`config.mk`:
```
export PLATFORM = sky130hd
export DESIGN_NAME = ccoc_top
export DESIGN_NICKNAME = d
export VERILOG_FILES = /design/src/design/ccoc_pkg.sv /design/src/design/ccoc_channel.sv /design/src/design/ccoc_top.sv
export SDC_FILE = /design/constraint.sdc
export NUM_CORES = 1
export LEC_CHECK = 0
export ABC_AREA = 1
export BUFFER_PORTS_ARGS = -buffer_cell sky130_fd_sc_hd__buf_4
export CAP_MARGIN = 30
export CORE_MARGIN = 2
export CORE_UTILIZATION = 59
export CTS_BUF_LIST = sky130_fd_sc_hd__clkbuf_8
export CTS_CLUSTER_DIAMETER = 50
export DETAILED_ROUTE_END_ITERATION = 8
export MAX_ROUTING_LAYER = met4
export PLACE_DENSITY = 0.84
export SYNTH_ARGS = -nofsm -noshare
export SYNTH_HDL_FRONTEND = slang
export SYNTH_SLANG_ARGS = --single-unit
```
`constraint.sdc`:
```
create_clock -name clk -period 7 [get_ports clk]
set_input_delay 1.05 -clock clk [delete_from_list [all_inputs] [get_ports clk]]
set_output_delay 1.05 -clock clk [all_outputs]
set_load 0.01 [all_outputs]
```
`src/design/ccoc_pkg.sv`:
```
// Package for the channel and clock output configuration block.
// Assumes a single 50 MHz clock; offsets are byte addresses on an
// 8-bit register port.
package ccoc_pkg;

  // Structure
  localparam int CH_COUNT  = 5;
  localparam int OUT_COUNT = 10;

  // Register map: channel groups sit at 0x20, 0x30 .. 0x60
  localparam logic [3:0] CH_NIB_FIRST  = 4'h2;
  localparam logic [3:0] CH_NIB_LAST   = 4'h6;
  localparam logic [3:0] OFS_DIVIDER   = 4'h0;
  localparam logic [3:0] OFS_PHASE     = 4'h1;
  localparam logic [3:0] OFS_CH_PD     = 4'h2;
  localparam logic [3:0] OFS_OUT_FIRST = 4'h4;
  localparam logic [7:0] ADDR_EN_LO    = 8'h74;
  localparam logic [7:0] ADDR_EN_HI    = 8'h75;
  localparam logic [7:0] ADDR_STATUS   = 8'h7F;

  // Field positions
  localparam int PD_BIT    = 7;
  localparam int STYLE_BIT = 4;
  localparam int AMP_LSB   = 2;
  localparam int EN_LO_CNT = 8;

  // Reset values
  localparam logic [7:0] DIVIDER_RESET = 8'h04;
  localparam logic [7:0] PHASE_RESET   = 8'h00;
  localparam logic [7:0] READ_ZERO     = 8'h00;

  // Timing
  localparam int CLK_PERIOD_PS = 20000;
  localparam int PHASE_STEP_PS = 339;

  // Divider code to ratio; unlisted codes fall back to the reset ratio
  function automatic logic [7:0] divider_ratio(input logic [7:0] code);
    case (code)
      8'h80: divider_ratio = 8'd1;
      8'h00: divider_ratio = 8'd2;
      8'h01: divider_ratio = 8'd3;
      8'h02: divider_ratio = 8'd4;
      8'h03: divider_ratio = 8'd5;
      8'h06: divider_ratio = 8'd8;
      8'h43: divider_ratio = 8'd10;
      8'h44: divider_ratio = 8'd12;
      8'h46: divider_ratio = 8'd16;
      8'h4B: divider_ratio = 8'd20;
      8'h4C: divider_ratio = 8'd24;
      8'h53: divider_ratio = 8'd30;
      8'h4E: divider_ratio = 8'd32;
      8'h54: divider_ratio = 8'd36;
      8'h5B: divider_ratio = 8'd40;
      8'h56: divider_ratio = 8'd48;
      8'h63: divider_ratio = 8'd50;
      8'h64: divider_ratio = 8'd60;
      8'h5E: divider_ratio = 8'd64;
      8'h5F: divider_ratio = 8'd72;
      8'h66: divider_ratio = 8'd80;
      8'h6E: divider_ratio = 8'd96;
      8'h7B: divider_ratio = 8'd100;
      8'h7C: divider_ratio = 8'd120;
      8'h76: divider_ratio = 8'd128;
      8'h7E: divider_ratio = 8'd160;
      default: divider_ratio = 8'd6;
    endcase
  endfunction

  // Phase code to whole clock cycles of delay (truncated)
  function automatic logic [7:0] phase_cycles(input logic [7:0] code);
    int prod;
    prod = (int'(code) * PHASE_STEP_PS) / CLK_PERIOD_PS;
    phase_cycles = prod[7:0];
  endfunction

  // First output index and output count of each channel
  function automatic logic [3:0] out_base(input logic [2:0] ch);
    case (ch)
      3'h0: out_base = 4'h0;
      3'h1: out_base = 4'h3;
      3'h2: out_base = 4'h5;
      3'h3: out_base = 4'h7;
      default: out_base = 4'h8;
    endcase
  endfunction

  function automatic logic [3:0] out_count(input logic [2:0] ch);
    case (ch)
      3'h0: out_count = 4'h3;
      3'h3: out_count = 4'h1;
      3'h5, 3'h6, 3'h7: out_count = 4'h0;
      default: out_count = 4'h2;
    endcase
  endfunction

  // Channel feeding a given output
  function automatic logic [2:0] out_channel(input logic [3:0] idx);
    if (idx < 4'h3) begin
      out_channel = 3'h0;
    end else if (idx < 4'h5) begin
      out_channel = 3'h1;
    end else if (idx < 4'h7) begin
      out_channel = 3'h2;
    end else if (idx < 4'h8) begin
      out_channel = 3'h3;
    end else begin
      out_channel = 3'h4;
    end
  endfunction

  typedef enum logic [1:0] {CCOC_OFF, CCOC_DELAY, CCOC_RUN} ccoc_state_t;

endpackage

```
`src/design/ccoc_channel.sv`:
```
// One channel: programmable divider with a start-up phase delay.
// Assumes restart is a one-cycle pulse from the register file.
`timescale 1ns/1ns
module ccoc_channel (
  input  wire logic       clk,
  input  wire logic       reset,
  input  wire logic [7:0] divider_code,
  input  wire logic [7:0] phase_code,
  input  wire logic       power_down,
  input  wire logic       restart,
  output logic            chan_clk,
  output logic            running
);

  ccoc_pkg::ccoc_state_t state;
  ccoc_pkg::ccoc_state_t next_state;
  logic [7:0] cnt;
  logic [7:0] next_cnt;
  logic       next_chan_clk;
  logic [7:0] ratio;
  logic [7:0] hold;

  assign ratio = ccoc_pkg::divider_ratio(divider_code);
  assign running = (state == ccoc_pkg::CCOC_RUN);

  // Half period is ratio cycles; a new setting restarts the phase
  always_comb begin
    next_state    = state;
    next_cnt      = cnt;
    next_chan_clk = chan_clk;
    if (power_down) begin
      next_state    = ccoc_pkg::CCOC_OFF;
      next_chan_clk = 1'b0;
    end else if (restart || state == ccoc_pkg::CCOC_OFF) begin
      next_state    = ccoc_pkg::CCOC_DELAY;
      next_cnt      = ccoc_pkg::phase_cycles(phase_code);
      next_chan_clk = 1'b0;
    end else begin
      case (state)
        ccoc_pkg::CCOC_DELAY: begin
          if (cnt == 8'h00) begin
            next_state = ccoc_pkg::CCOC_RUN;
            next_cnt   = ratio - 8'h01;
          end else begin
            next_cnt = cnt - 8'h01;
          end
        end
        default: begin
          if (cnt == 8'h00) begin
            next_chan_clk = ~chan_clk;
            next_cnt      = ratio - 8'h01;
          end else begin
            next_cnt = cnt - 8'h01;
          end
        end
      endcase
    end
  end

  always_ff @(posedge clk or posedge reset) begin
    if (reset) begin
      state    <= ccoc_pkg::CCOC_OFF;
      cnt      <= 8'h00;
      chan_clk <= 1'b0;
    end else begin
      state    <= next_state;
      cnt      <= next_cnt;
      chan_clk <= next_chan_clk;
    end
  end

  // Helper: cycles the divided clock has held its level
  always_ff @(posedge clk or posedge reset) begin
    if (reset) begin
      hold <= 8'h00;
    end else if (next_chan_clk != chan_clk || state != ccoc_pkg::CCOC_RUN) begin
      hold <= 8'h00;
    end else begin
      hold <= hold + 8'h01;
    end
  end
endmodule // ccoc_channel

```
`src/design/ccoc_top.sv`:
```
// Channel and clock output configuration: register file, five channel
// dividers and ten gated clock outputs.
// Assumes a synchronous 8-bit register port driven from the same clk.
//
// Our own choices: the register addresses and the address-and-strobe port.
`timescale 1ns/1ns
module ccoc_top (
  input  wire logic        clk,
  input  wire logic        reset,
  input  wire logic [7:0]  reg_addr,
  input  wire logic [7:0]  reg_wdata,
  input  wire logic        reg_write,
  input  wire logic        reg_read,
  output logic      [7:0]  reg_rdata,
  output logic      [9:0]  clock_output,
  output logic      [9:0]  output_power_down,
  output logic      [9:0]  output_format,
  output logic      [19:0] output_amplitude,
  output logic      [4:0]  channel_power_down
);

  localparam int NC = ccoc_pkg::CH_COUNT;
  localparam int NO = ccoc_pkg::OUT_COUNT;

  logic [7:0]  divider    [NC];
  logic [7:0]  phase      [NC];
  logic [7:0]  next_divider [NC];
  logic [7:0]  next_phase   [NC];
  logic [4:0]  next_ch_pd;
  logic [9:0]  out_pd;
  logic [9:0]  next_out_pd;
  logic [9:0]  next_format;
  logic [19:0] next_amp;
  logic [9:0]  out_en;
  logic [9:0]  next_out_en;
  logic [4:0]  restart;
  logic [4:0]  next_restart;
  logic [7:0]  next_rdata;
  logic [9:0]  next_clock_output;
  logic [4:0]  ch_clk;
  logic [4:0]  ch_run;

  logic [3:0]  nib;
  logic [3:0]  low;
  logic [2:0]  ch;
  logic        ch_hit;
  logic [3:0]  oslot;
  logic        out_hit;
  logic [3:0]  oi;

  // Address split shared by write and read decode
  assign nib     = reg_addr[7:4];
  assign low     = reg_addr[3:0];
  assign ch      = 3'(nib - ccoc_pkg::CH_NIB_FIRST);
  assign ch_hit  = nib >= ccoc_pkg::CH_NIB_FIRST
                   && nib <= ccoc_pkg::CH_NIB_LAST;
  assign oslot   = low - ccoc_pkg::OFS_OUT_FIRST;
  assign out_hit = ch_hit && low >= ccoc_pkg::OFS_OUT_FIRST
                   && oslot < ccoc_pkg::out_count(ch);
  assign oi      = ccoc_pkg::out_base(ch) + oslot;

  // Register writes; a divider or phase write restarts that channel a
  // cycle later, so the channel already sees the new code when it reloads
  always_comb begin
    next_divider = divider;
    next_phase   = phase;
    next_ch_pd   = channel_power_down;
    next_out_pd  = out_pd;
    next_format  = output_format;
    next_amp     = output_amplitude;
    next_out_en  = out_en;
    next_restart = 5'h00;
    if (reg_write) begin
      if (ch_hit && low == ccoc_pkg::OFS_DIVIDER) begin
        next_divider[ch] = reg_wdata;
        next_restart[ch] = 1'b1;
      end else if (ch_hit && low == ccoc_pkg::OFS_PHASE) begin
        next_phase[ch] = reg_wdata;
        next_restart[ch] = 1'b1;
      end else if (ch_hit && low == ccoc_pkg::OFS_CH_PD) begin
        next_ch_pd[ch] = reg_wdata[ccoc_pkg::PD_BIT];
      end else if (out_hit) begin
        next_out_pd[oi] = reg_wdata[ccoc_pkg::PD_BIT];
        next_format[oi] = reg_wdata[ccoc_pkg::STYLE_BIT];
        next_amp[2*oi +: 2] = reg_wdata[ccoc_pkg::AMP_LSB +: 2];
      end else if (reg_addr == ccoc_pkg::ADDR_EN_LO) begin
        for (int i = 0; i < ccoc_pkg::EN_LO_CNT; i++) begin
          next_out_en[i] = reg_wdata[7-i];
        end
      end else if (reg_addr == ccoc_pkg::ADDR_EN_HI) begin
        next_out_en[8] = reg_wdata[0];
        next_out_en[9] = reg_wdata[1];
      end
    end
  end

  // Register file; reset values as the power-up defaults
  always_ff @(posedge clk or posedge reset) begin
    if (reset) begin
      for (int c = 0; c < NC; c++) begin
        divider[c] <= ccoc_pkg::DIVIDER_RESET;
        phase[c]   <= ccoc_pkg::PHASE_RESET;
      end
      channel_power_down <= 5'h00;
      out_pd             <= 10'h000;
      output_format      <= 10'h000;
      output_amplitude   <= 20'h00000;
      out_en             <= 10'h000;
      restart            <= 5'h00;
    end else begin
      divider            <= next_divider;
      phase              <= next_phase;
      channel_power_down <= next_ch_pd;
      out_pd             <= next_out_pd;
      output_format      <= next_format;
      output_amplitude   <= next_amp;
      out_en             <= next_out_en;
      restart            <= next_restart;
    end
  end

  // Read mux; data stand only in the cycle after the strobe
  always_comb begin
    next_rdata = ccoc_pkg::READ_ZERO;
    if (reg_read) begin
      if (ch_hit && low == ccoc_pkg::OFS_DIVIDER) begin
        next_rdata = divider[ch];
      end else if (ch_hit && low == ccoc_pkg::OFS_PHASE) begin
        next_rdata = phase[ch];
      end else if (ch_hit && low == ccoc_pkg::OFS_CH_PD) begin
        next_rdata[ccoc_pkg::PD_BIT] = channel_power_down[ch];
      end else if (out_hit) begin
        next_rdata[ccoc_pkg::PD_BIT]     = out_pd[oi];
        next_rdata[ccoc_pkg::STYLE_BIT]  = output_format[oi];
        next_rdata[ccoc_pkg::AMP_LSB +: 2] = output_amplitude[2*oi +: 2];
      end else if (reg_addr == ccoc_pkg::ADDR_EN_LO) begin
        for (int i = 0; i < ccoc_pkg::EN_LO_CNT; i++) begin
          next_rdata[7-i] = out_en[i];
        end
      end else if (reg_addr == ccoc_pkg::ADDR_EN_HI) begin
        next_rdata[1:0] = out_en[9:8];
      end else if (reg_addr == ccoc_pkg::ADDR_STATUS) begin
        next_rdata[4:0] = ch_run; // Live channel run state
      end
    end
  end

  always_ff @(posedge clk or posedge reset) begin
    if (reset) begin
      reg_rdata <= 8'h00;
    end else begin
      reg_rdata <= next_rdata;
    end
  end

  // One divider per channel
  for (genvar g = 0; g < NC; g++) begin : g_ch
    ccoc_channel u_channel (
      .clk          (clk),
      .reset        (reset),
      .divider_code (divider[g]),
      .phase_code   (phase[g]),
      .power_down   (channel_power_down[g]),
      .restart      (restart[g]),
      .chan_clk     (ch_clk[g]),
      .running      (ch_run[g])
    );
  end

  // Output gating; a disabled or powered-down output rests low
  always_comb begin
    for (int i = 0; i < NO; i++) begin
      next_clock_output[i] = out_en[i]
        && !out_pd[i]
        && !channel_power_down[ccoc_pkg::out_channel(4'(i))]
        && ch_clk[ccoc_pkg::out_channel(4'(i))];
    end
  end

  // Power-down seen by the output driver merges both levels
  always_ff @(posedge clk or posedge reset) begin
    if (reset) begin
      clock_output      <= 10'h000;
      output_power_down <= 10'h000;
    end else begin
      clock_output <= next_clock_output;
      for (int i = 0; i < NO; i++) begin
        output_power_down[i] <= out_pd[i]
          || channel_power_down[ccoc_pkg::out_channel(4'(i))];
      end
    end
  end

  // Per output; each output trails its channel clock by one cycle
  for (genvar o = 0; o < NO; o++) begin : g_out_chk
    localparam logic [2:0] OCH = ccoc_pkg::out_channel(4'(o));

  end
endmodule // ccoc_top

```
Word level (Yosys, flattened, before mapping) --
Cells that the tools add are included.
Storage, ports and cells: ROM bits 0, bits in registers 223, memories 0, memory bits (writable) 0, output and inout bits 63, bits in latches 0, logic and storage cells 445, input port bits 20
Cells by class: shift operators 3, bitwise logic cells 11, equality and inequality tests 151, muxes and demuxes 98, div/mod/pow operators 5, multipliers 5, add/subtract/negate cells 14, order comparisons 10, reduce and logical (&&, ||, !) cells 113
Operator list (count):
- 8-bit one-hot mux with 26 select lines | 5
- 8-bit by 7-bit equality test with 1-bit output, second input constant | 103
- 32-bit by 16-bit divider with 32-bit output, second input constant | 5
- 8-bit two-way mux | 18
- 8-bit by 9-bit multiplier with 17-bit output, second input constant | 5
- 40-bit bitwise mux | 2
- 8-bit by 2-bit equality test with 1-bit output, second input constant | 10
- 8-bit zero test | 10
- 8-bit by 1-bit subtractor with 8-bit output, second input constant | 10
- 8-bit binary-select mux with 3-bit select | 2
- 2-bit two-way mux | 23
- 8-bit by 1-bit equality test with 1-bit output, second input constant | 5
- 8-bit by 3-bit equality test with 1-bit output, second input constant | 5
- 8-bit equality test, second input constant | 5
- 1-bit logical AND | 39
- 5-bit negation with 34-bit output | 1
- 2-bit by 34-bit variable shift with 20-bit output, first input constant | 1
- 2-bit by 34-bit variable part select with 20-bit output | 1
- 3-bit nonzero test | 10
- 1-bit two-way mux | 27
- 5-bit two-way mux | 5
- 8-bit demux with 3-bit select | 1
- 2-bit AND reduction | 11
- 10-bit bitwise mux | 2
- other kinds (45) | 104

Logic depth before layout (Yosys ltp) --
depth after elaboration 11, depth in mapped cells 35, depth with buffers taken out 35

Cells and area by module --
Synthesis repeated with hierarchy kept, for this count alone.
Unflattened totals: cells, all modules 3535, area total of the unflattened synthesis 23795.3 um^2
Modules (own cells, without submodules):
- ccoc_channel at g_ch[2].u_channel ... | sequential area each 275.3 um^2, cells each 490, instances 3, area an instance 3039.2 um^2
- ccoc_top | sequential area each 4210.3 um^2, cells each 995, instances 1, area an instance 8182.8 um^2
- ccoc_channel at g_ch[1].u_channel | sequential area each 275.3 um^2, cells each 557, instances 1, area an instance 3300.7 um^2
- ccoc_channel at g_ch[0].u_channel | sequential area each 275.3 um^2, cells each 513, instances 1, area an instance 3194.3 um^2

Least setup slack after synthesis --
Ideal clock, no wire load.
path kind in2reg, from in reg_addr[5], to reg output_amplitude[6], required time 6882 ps, library setup time 118 ps, path buffers 4, arrival 4912 ps, slack 1970 ps, stages on the path 19, cells stage by stage clkbuf_1 inv_1 ha_1 buf_2 clkbuf_1 nor2_1 ha_1 fa_1 clkbuf_1 clkinv_1 ha_1 nand2_1 nor2_1 nor3b_1 nand2_1 nor2_1 and2_1 mux2i_1 inv_1
Between the ends: longest elaborated chain between the ends 7, elaborated cells on any way between the ends 29, classes of those cells add/sub: 3; order compare: 3; eq/ne: 6; shift: 2; mux: 3; bitwise: 3; reduce/logical: 9
Ends and longest elaborated chain:
- from (decl) | line ccoc_top.sv:10 | input wire logic [7:0] reg_addr,
- 3-bit by 2-bit subtractor with 3-bit output | line ccoc_top.sv:54 | assign ch = 3'(nib - ccoc_pkg::CH_NIB_FIRST);
- 3-bit by 2-bit equality test with 1-bit output, or another cell as far along | line ccoc_pkg.sv:78, ccoc_pkg.sv:88
- 4-bit one-hot mux with 4 select lines or 3-bit OR reduction (tied branches) | line ccoc_pkg.sv:78, ccoc_pkg.sv:88
- 4-bit adder or 2-bit one-hot mux with 3 select lines (tied branches) | line ccoc_top.sv:60, ccoc_pkg.sv:88
- 5-bit negation with 34-bit output or 4-bit less-than comparator (tied branches) | line ccoc_top.sv:85, ccoc_top.sv:59
- 2-bit by 34-bit variable part select with 20-bit output, or another cell as far along | line ccoc_top.sv:85 | next_amp[2*oi +: 2] = reg_wdata[ccoc_pkg::AMP_LSB +: 2];
- 20-bit bitwise mux or 5-bit AND reduction (tied branches)
- to (signal assigned) | line ccoc_top.sv:116 | output_amplitude <= next_amp;
- to (decl) | line ccoc_top.sv:18 | output logic [19:0] output_amplitude,
Parallel ways exist; a longest one is shown, timed or not. A chain may end at the register's enable or synchronous reset.

Worst setup path after layout --
from reg phase[6] (netlist bit), to reg g_ch[4].u_channel.cnt[0]
Between the ends: longest elaborated chain between the ends 3
Ends and longest elaborated chain:
- from (decl) | line ccoc_top.sv:26 | logic [7:0] phase [NC];
- from (signal, indexed assignment) | line ccoc_top.sv:102 | phase[c] <= ccoc_pkg::PHASE_RESET;
- from (signal assigned) | line ccoc_top.sv:112 | phase <= next_phase;
- 8-bit by 9-bit multiplier with 17-bit output | line ccoc_pkg.sv:72 | prod = (int'(code) * PHASE_STEP_PS) / CLK_PERIOD_PS;
- 32-bit by 16-bit divider with 32-bit output | line ccoc_pkg.sv:72
- 8-bit two-way mux | line ccoc_channel.sv:34 | end else if (restart || state == ccoc_pkg::CCOC_OFF) begin
- to (signal assigned) | line ccoc_channel.sv:67 | cnt <= next_cnt;
- to (decl) | line ccoc_channel.sv:17 | logic [7:0] cnt;
Every way passes these cells.

==> qor.yml <==
r2r-start: "phase[6]$_DFFE_PP0P_"
ctsResizeCount: 0
clk_pin_slew_ns: 0.07
grt_usage_pct: 32.82
finalSetupTns_ns: 0
regToRegSetupSlack_ns: 1.65
endpoint_kind: "flip-flop"
netlist_instances: 3267
place.gp.congestion: 0.9939
first_global_vias: 21424
drt-met1-wl_mm: 27.02
nets: 3676
globalRouteOverflowTotal: 0
worstPathMaxFanout: 8
dr_total_vias: 22355
maxCapViolations: 0
synth_edf_count: 0
syn_area_um2: 22610
cts_tree: "done"
crit_required_ns: 7.45
worstHoldStart: "out_en[9]$_DFFE_PP0P_"
rows: 71
die_h_um: 199.7
via_per_inst: 5.745
fin_crit_ns: 5.348
hold_end: "out_en[9]$_DFFE_PP0P_"
synth_cell_type_count: 69
drtIter0Drc: 1902
synth_ff_type: "dfrtp_1"
outcome: "complete, no violations"
wl_met2_mm: 29.36
cts_root_buf: "clkbuf_8"
hold_viol_final: 0
ys_async_sr_fraction_pct: 100.0
vdd_ir_drop_max_mv: 0.1255
cts_made_buffers: 41
path_common_cell: "nand2_1"
pin_count: 83
ys_seq_elements: 223
wl_per_cell_um: 16.17
grt_max_degree: 115
core_um2: 37670
initial_core_util_pct: 60.02
crit_type: "reg2reg"
cts_hold_buf: 0
hp-class: "reg2reg"
cp_slowest_cell: "dfrtp_1"
syn2layout_area_growth_pct: 9.166
dp.final_hpwl_mm: 50.23
hold_ws_ns: 0.4865
max-slew-margin-rel_pct: 34.90
drt_wl_total_mm: 62.90
clockBufferDepth: 3
arrival_ns: 5.80
hold_depth: 2
pwr_density_cell_nw_per_um2: 188.9
drt_pre_antenna_iters: 5
drcViolationCount: 0
min_period_over_period_pct: 76.40
layout-drive-gt1-share_pct: 8.227
clock_skew_ns: 0.02538
antenna_left: 0
final_cell_mix: "875 x nand2_1, 494 x inv_1, 252 x ha_1"
highest-signal-layer: "met4"
syn-num-nets: 3595
cts_htree_levels: 2
critPathMaxStageDelay_ns: 0.58
wl_met3_mm: 4.277
die_area_um2: 39900
power_mw: 4.661
grt_setup_unrepaired: "no"
layout_commonest_cell: "nand2_1"
setup_viol: 0
numPortBuffers: 82
drv_slew: 0
ys_seq_area_share_pct: 24.71
power_leakage_nw: 13.59
clkLatencyLatePin_ns: 0.57
worstSetupStartpointType: "flip-flop"
die_w_um: 199.7
fmax_ghz: 0.1870
ff2ff_path_depth: 28
rr_endpoint: "g_ch[4].u_channel.cnt[0]$_DFFE_PP0N_"
cts_setup_buffers: 0
cts.sink_count: 223
synth.avg_cell_area_um2: 6.920
grt_pass1_wl_mm: 103.3
ys_warn_count: 0
antenna_found_initial: 1
max_slew.worst_pin.slew_ns: 0.9519
==> sequential cells by signal, summed over array words and instances (netlist names), 10 cells and up <==
name                  cells
output_format            10
phase                    40
output_amplitude         20
g_ch.u_channel.state     10
output_power_down        10
out_pd                   10
divider                  40
g_ch.u_channel.cnt       40
clock_output             10
out_en                   10
==> cells by family (layout without fill, tap and decap cells) <==
kind of cell	count (synthesis)	in the layout	share of synthesized area [%]
AND/OR/NAND/NOR	1608	1608	31.49
buffers and inverters	560	672	9.464
AO/OA/AOI/OAI	500	500	12.62
adder cells (fa/ha/maj)	308	308	18.91
flip-flops	223	223	24.71
XOR/XNOR	58	58	2.363
multiplexers	10	10	0.4428
other	0	1	0
==> worst max-delay path, delay by kind of cell, from the launching register on <==
kind,cells,cell delay [ns]
AOI/OAI and AO/OA,2,0.44
adders and majority gates,5,1.95
DFF,1,0.58
xor gates and xnor gates,1,0.14
buffers and inverters,2,0.14
and+or+nand+nor,18,1.97
==> layer usage <==
metal	up-vias	global-route usage (%)
met2	798	53.28
met1	10462	41.97
met4	0	11.91
met3	185	4.671
met5	-	-
li1	10910	-
==> power breakdown <==
part	internal, mW	switching, mW
combinational	0.562	1.04
sequential	1.46	0.156
clock	0.853	0.587
==> cell type report <==
class                   instances  area, µm²
fillers                      3345      12990
multi-input cells            2484      14880
diodes                          1      2.502
clock inverters                23      256.5
flip-flops and latches        223       5587
inverters                     510       1918
well taps                     511      639.4
clock buffers                  51      701.9
repair buffers                 88      693.2
==> worst max-delay path by stage <==
| stage | start | end | slack [ns] | cells past startpoint |
|---|---|---|---|---|
| global placement | reg_addr[5] | output_amplitude[7]$_DFFE_PP0P_ | 1.72 | 16 |
| global route | phase[6]$_DFFE_PP0P_ | g_ch[4].u_channel.cnt[0]$_DFFE_PP0N_ | 1.16 | 28 |
| finish | phase[6]$_DFFE_PP0P_ | g_ch[4].u_channel.cnt[0]$_DFFE_PP0N_ | 1.65 | 28 |
| floorplan | reg_addr[5] | output_amplitude[6]$_DFFE_PP0P_ | 1.97 | 19 |
| detailed placement | reg_addr[5] | output_amplitude[13]$_DFFE_PP0P_ | 1.60 | 15 |
| CTS | phase[6]$_DFFE_PP0P_ | g_ch[4].u_channel.cnt[0]$_DFFE_PP0N_ | 1.66 | 26 |
==> Yosys cell counts, drive strengths merged, types with 2 or more instances <==
master / number / area share (%)
mux2i: 10 / 0.44
o22ai: 25 / 0.69
nor4: 31 / 0.86
xnor2: 24 / 0.93
o221ai: 5 / 0.19
a211oi: 4 / 0.13
and2: 4 / 0.11
a21oi: 139 / 3.1
nand3: 234 / 5.5
a22oi: 11 / 0.37
a31oi: 17 / 0.47
clkinv: 8 / 0.13
nor2: 266 / 4.9
a31o: 5 / 0.19
a32o: 2 / 0.089
o2111ai: 8 / 0.31
a221oi: 2 / 0.077
clkbuf: 39 / 0.65
dfrtp: 218 / 24
o31ai: 9 / 0.30
nand2: 907 / 16
nand4: 51 / 1.6
a2111oi: 3 / 0.12
o21a: 2 / 0.066
a21boi: 3 / 0.10
o21ai: 229 / 5.1
a21o: 3 / 0.10
ha: 252 / 14
fa: 56 / 5.0
nor3: 71 / 1.6
o21bai: 7 / 0.25
dfstp: 5 / 0.58
a41oi: 2 / 0.077
or2: 17 / 0.47
buf: 11 / 0.35
nor3b: 5 / 0.17
o311ai: 2 / 0.077
inv: 502 / 8.3
xor2: 34 / 1.4
o211ai: 14 / 0.46
o32ai: 2 / 0.077
nand3b: 21 / 0.70
==> stage by stage <==
stage | utilization (%) | instances | setup WS (ns) | area (µm²)
2_1_floorplan | - | 3267 | 1.970 | 22610
3_3_place_gp | 62.90 | 3815 | 1.718 | 23690
3_5_place_dp | 62.90 | 3815 | 1.599 | 23690
4_1_cts | 65.44 | 3889 | 1.657 | 24650
5_1_grt | 65.52 | 3891 | 1.165 | 24680
6_report | 65.52 | 3891 | 1.652 | 24680
Note: power is estimated with default switching activity, not from simulation.
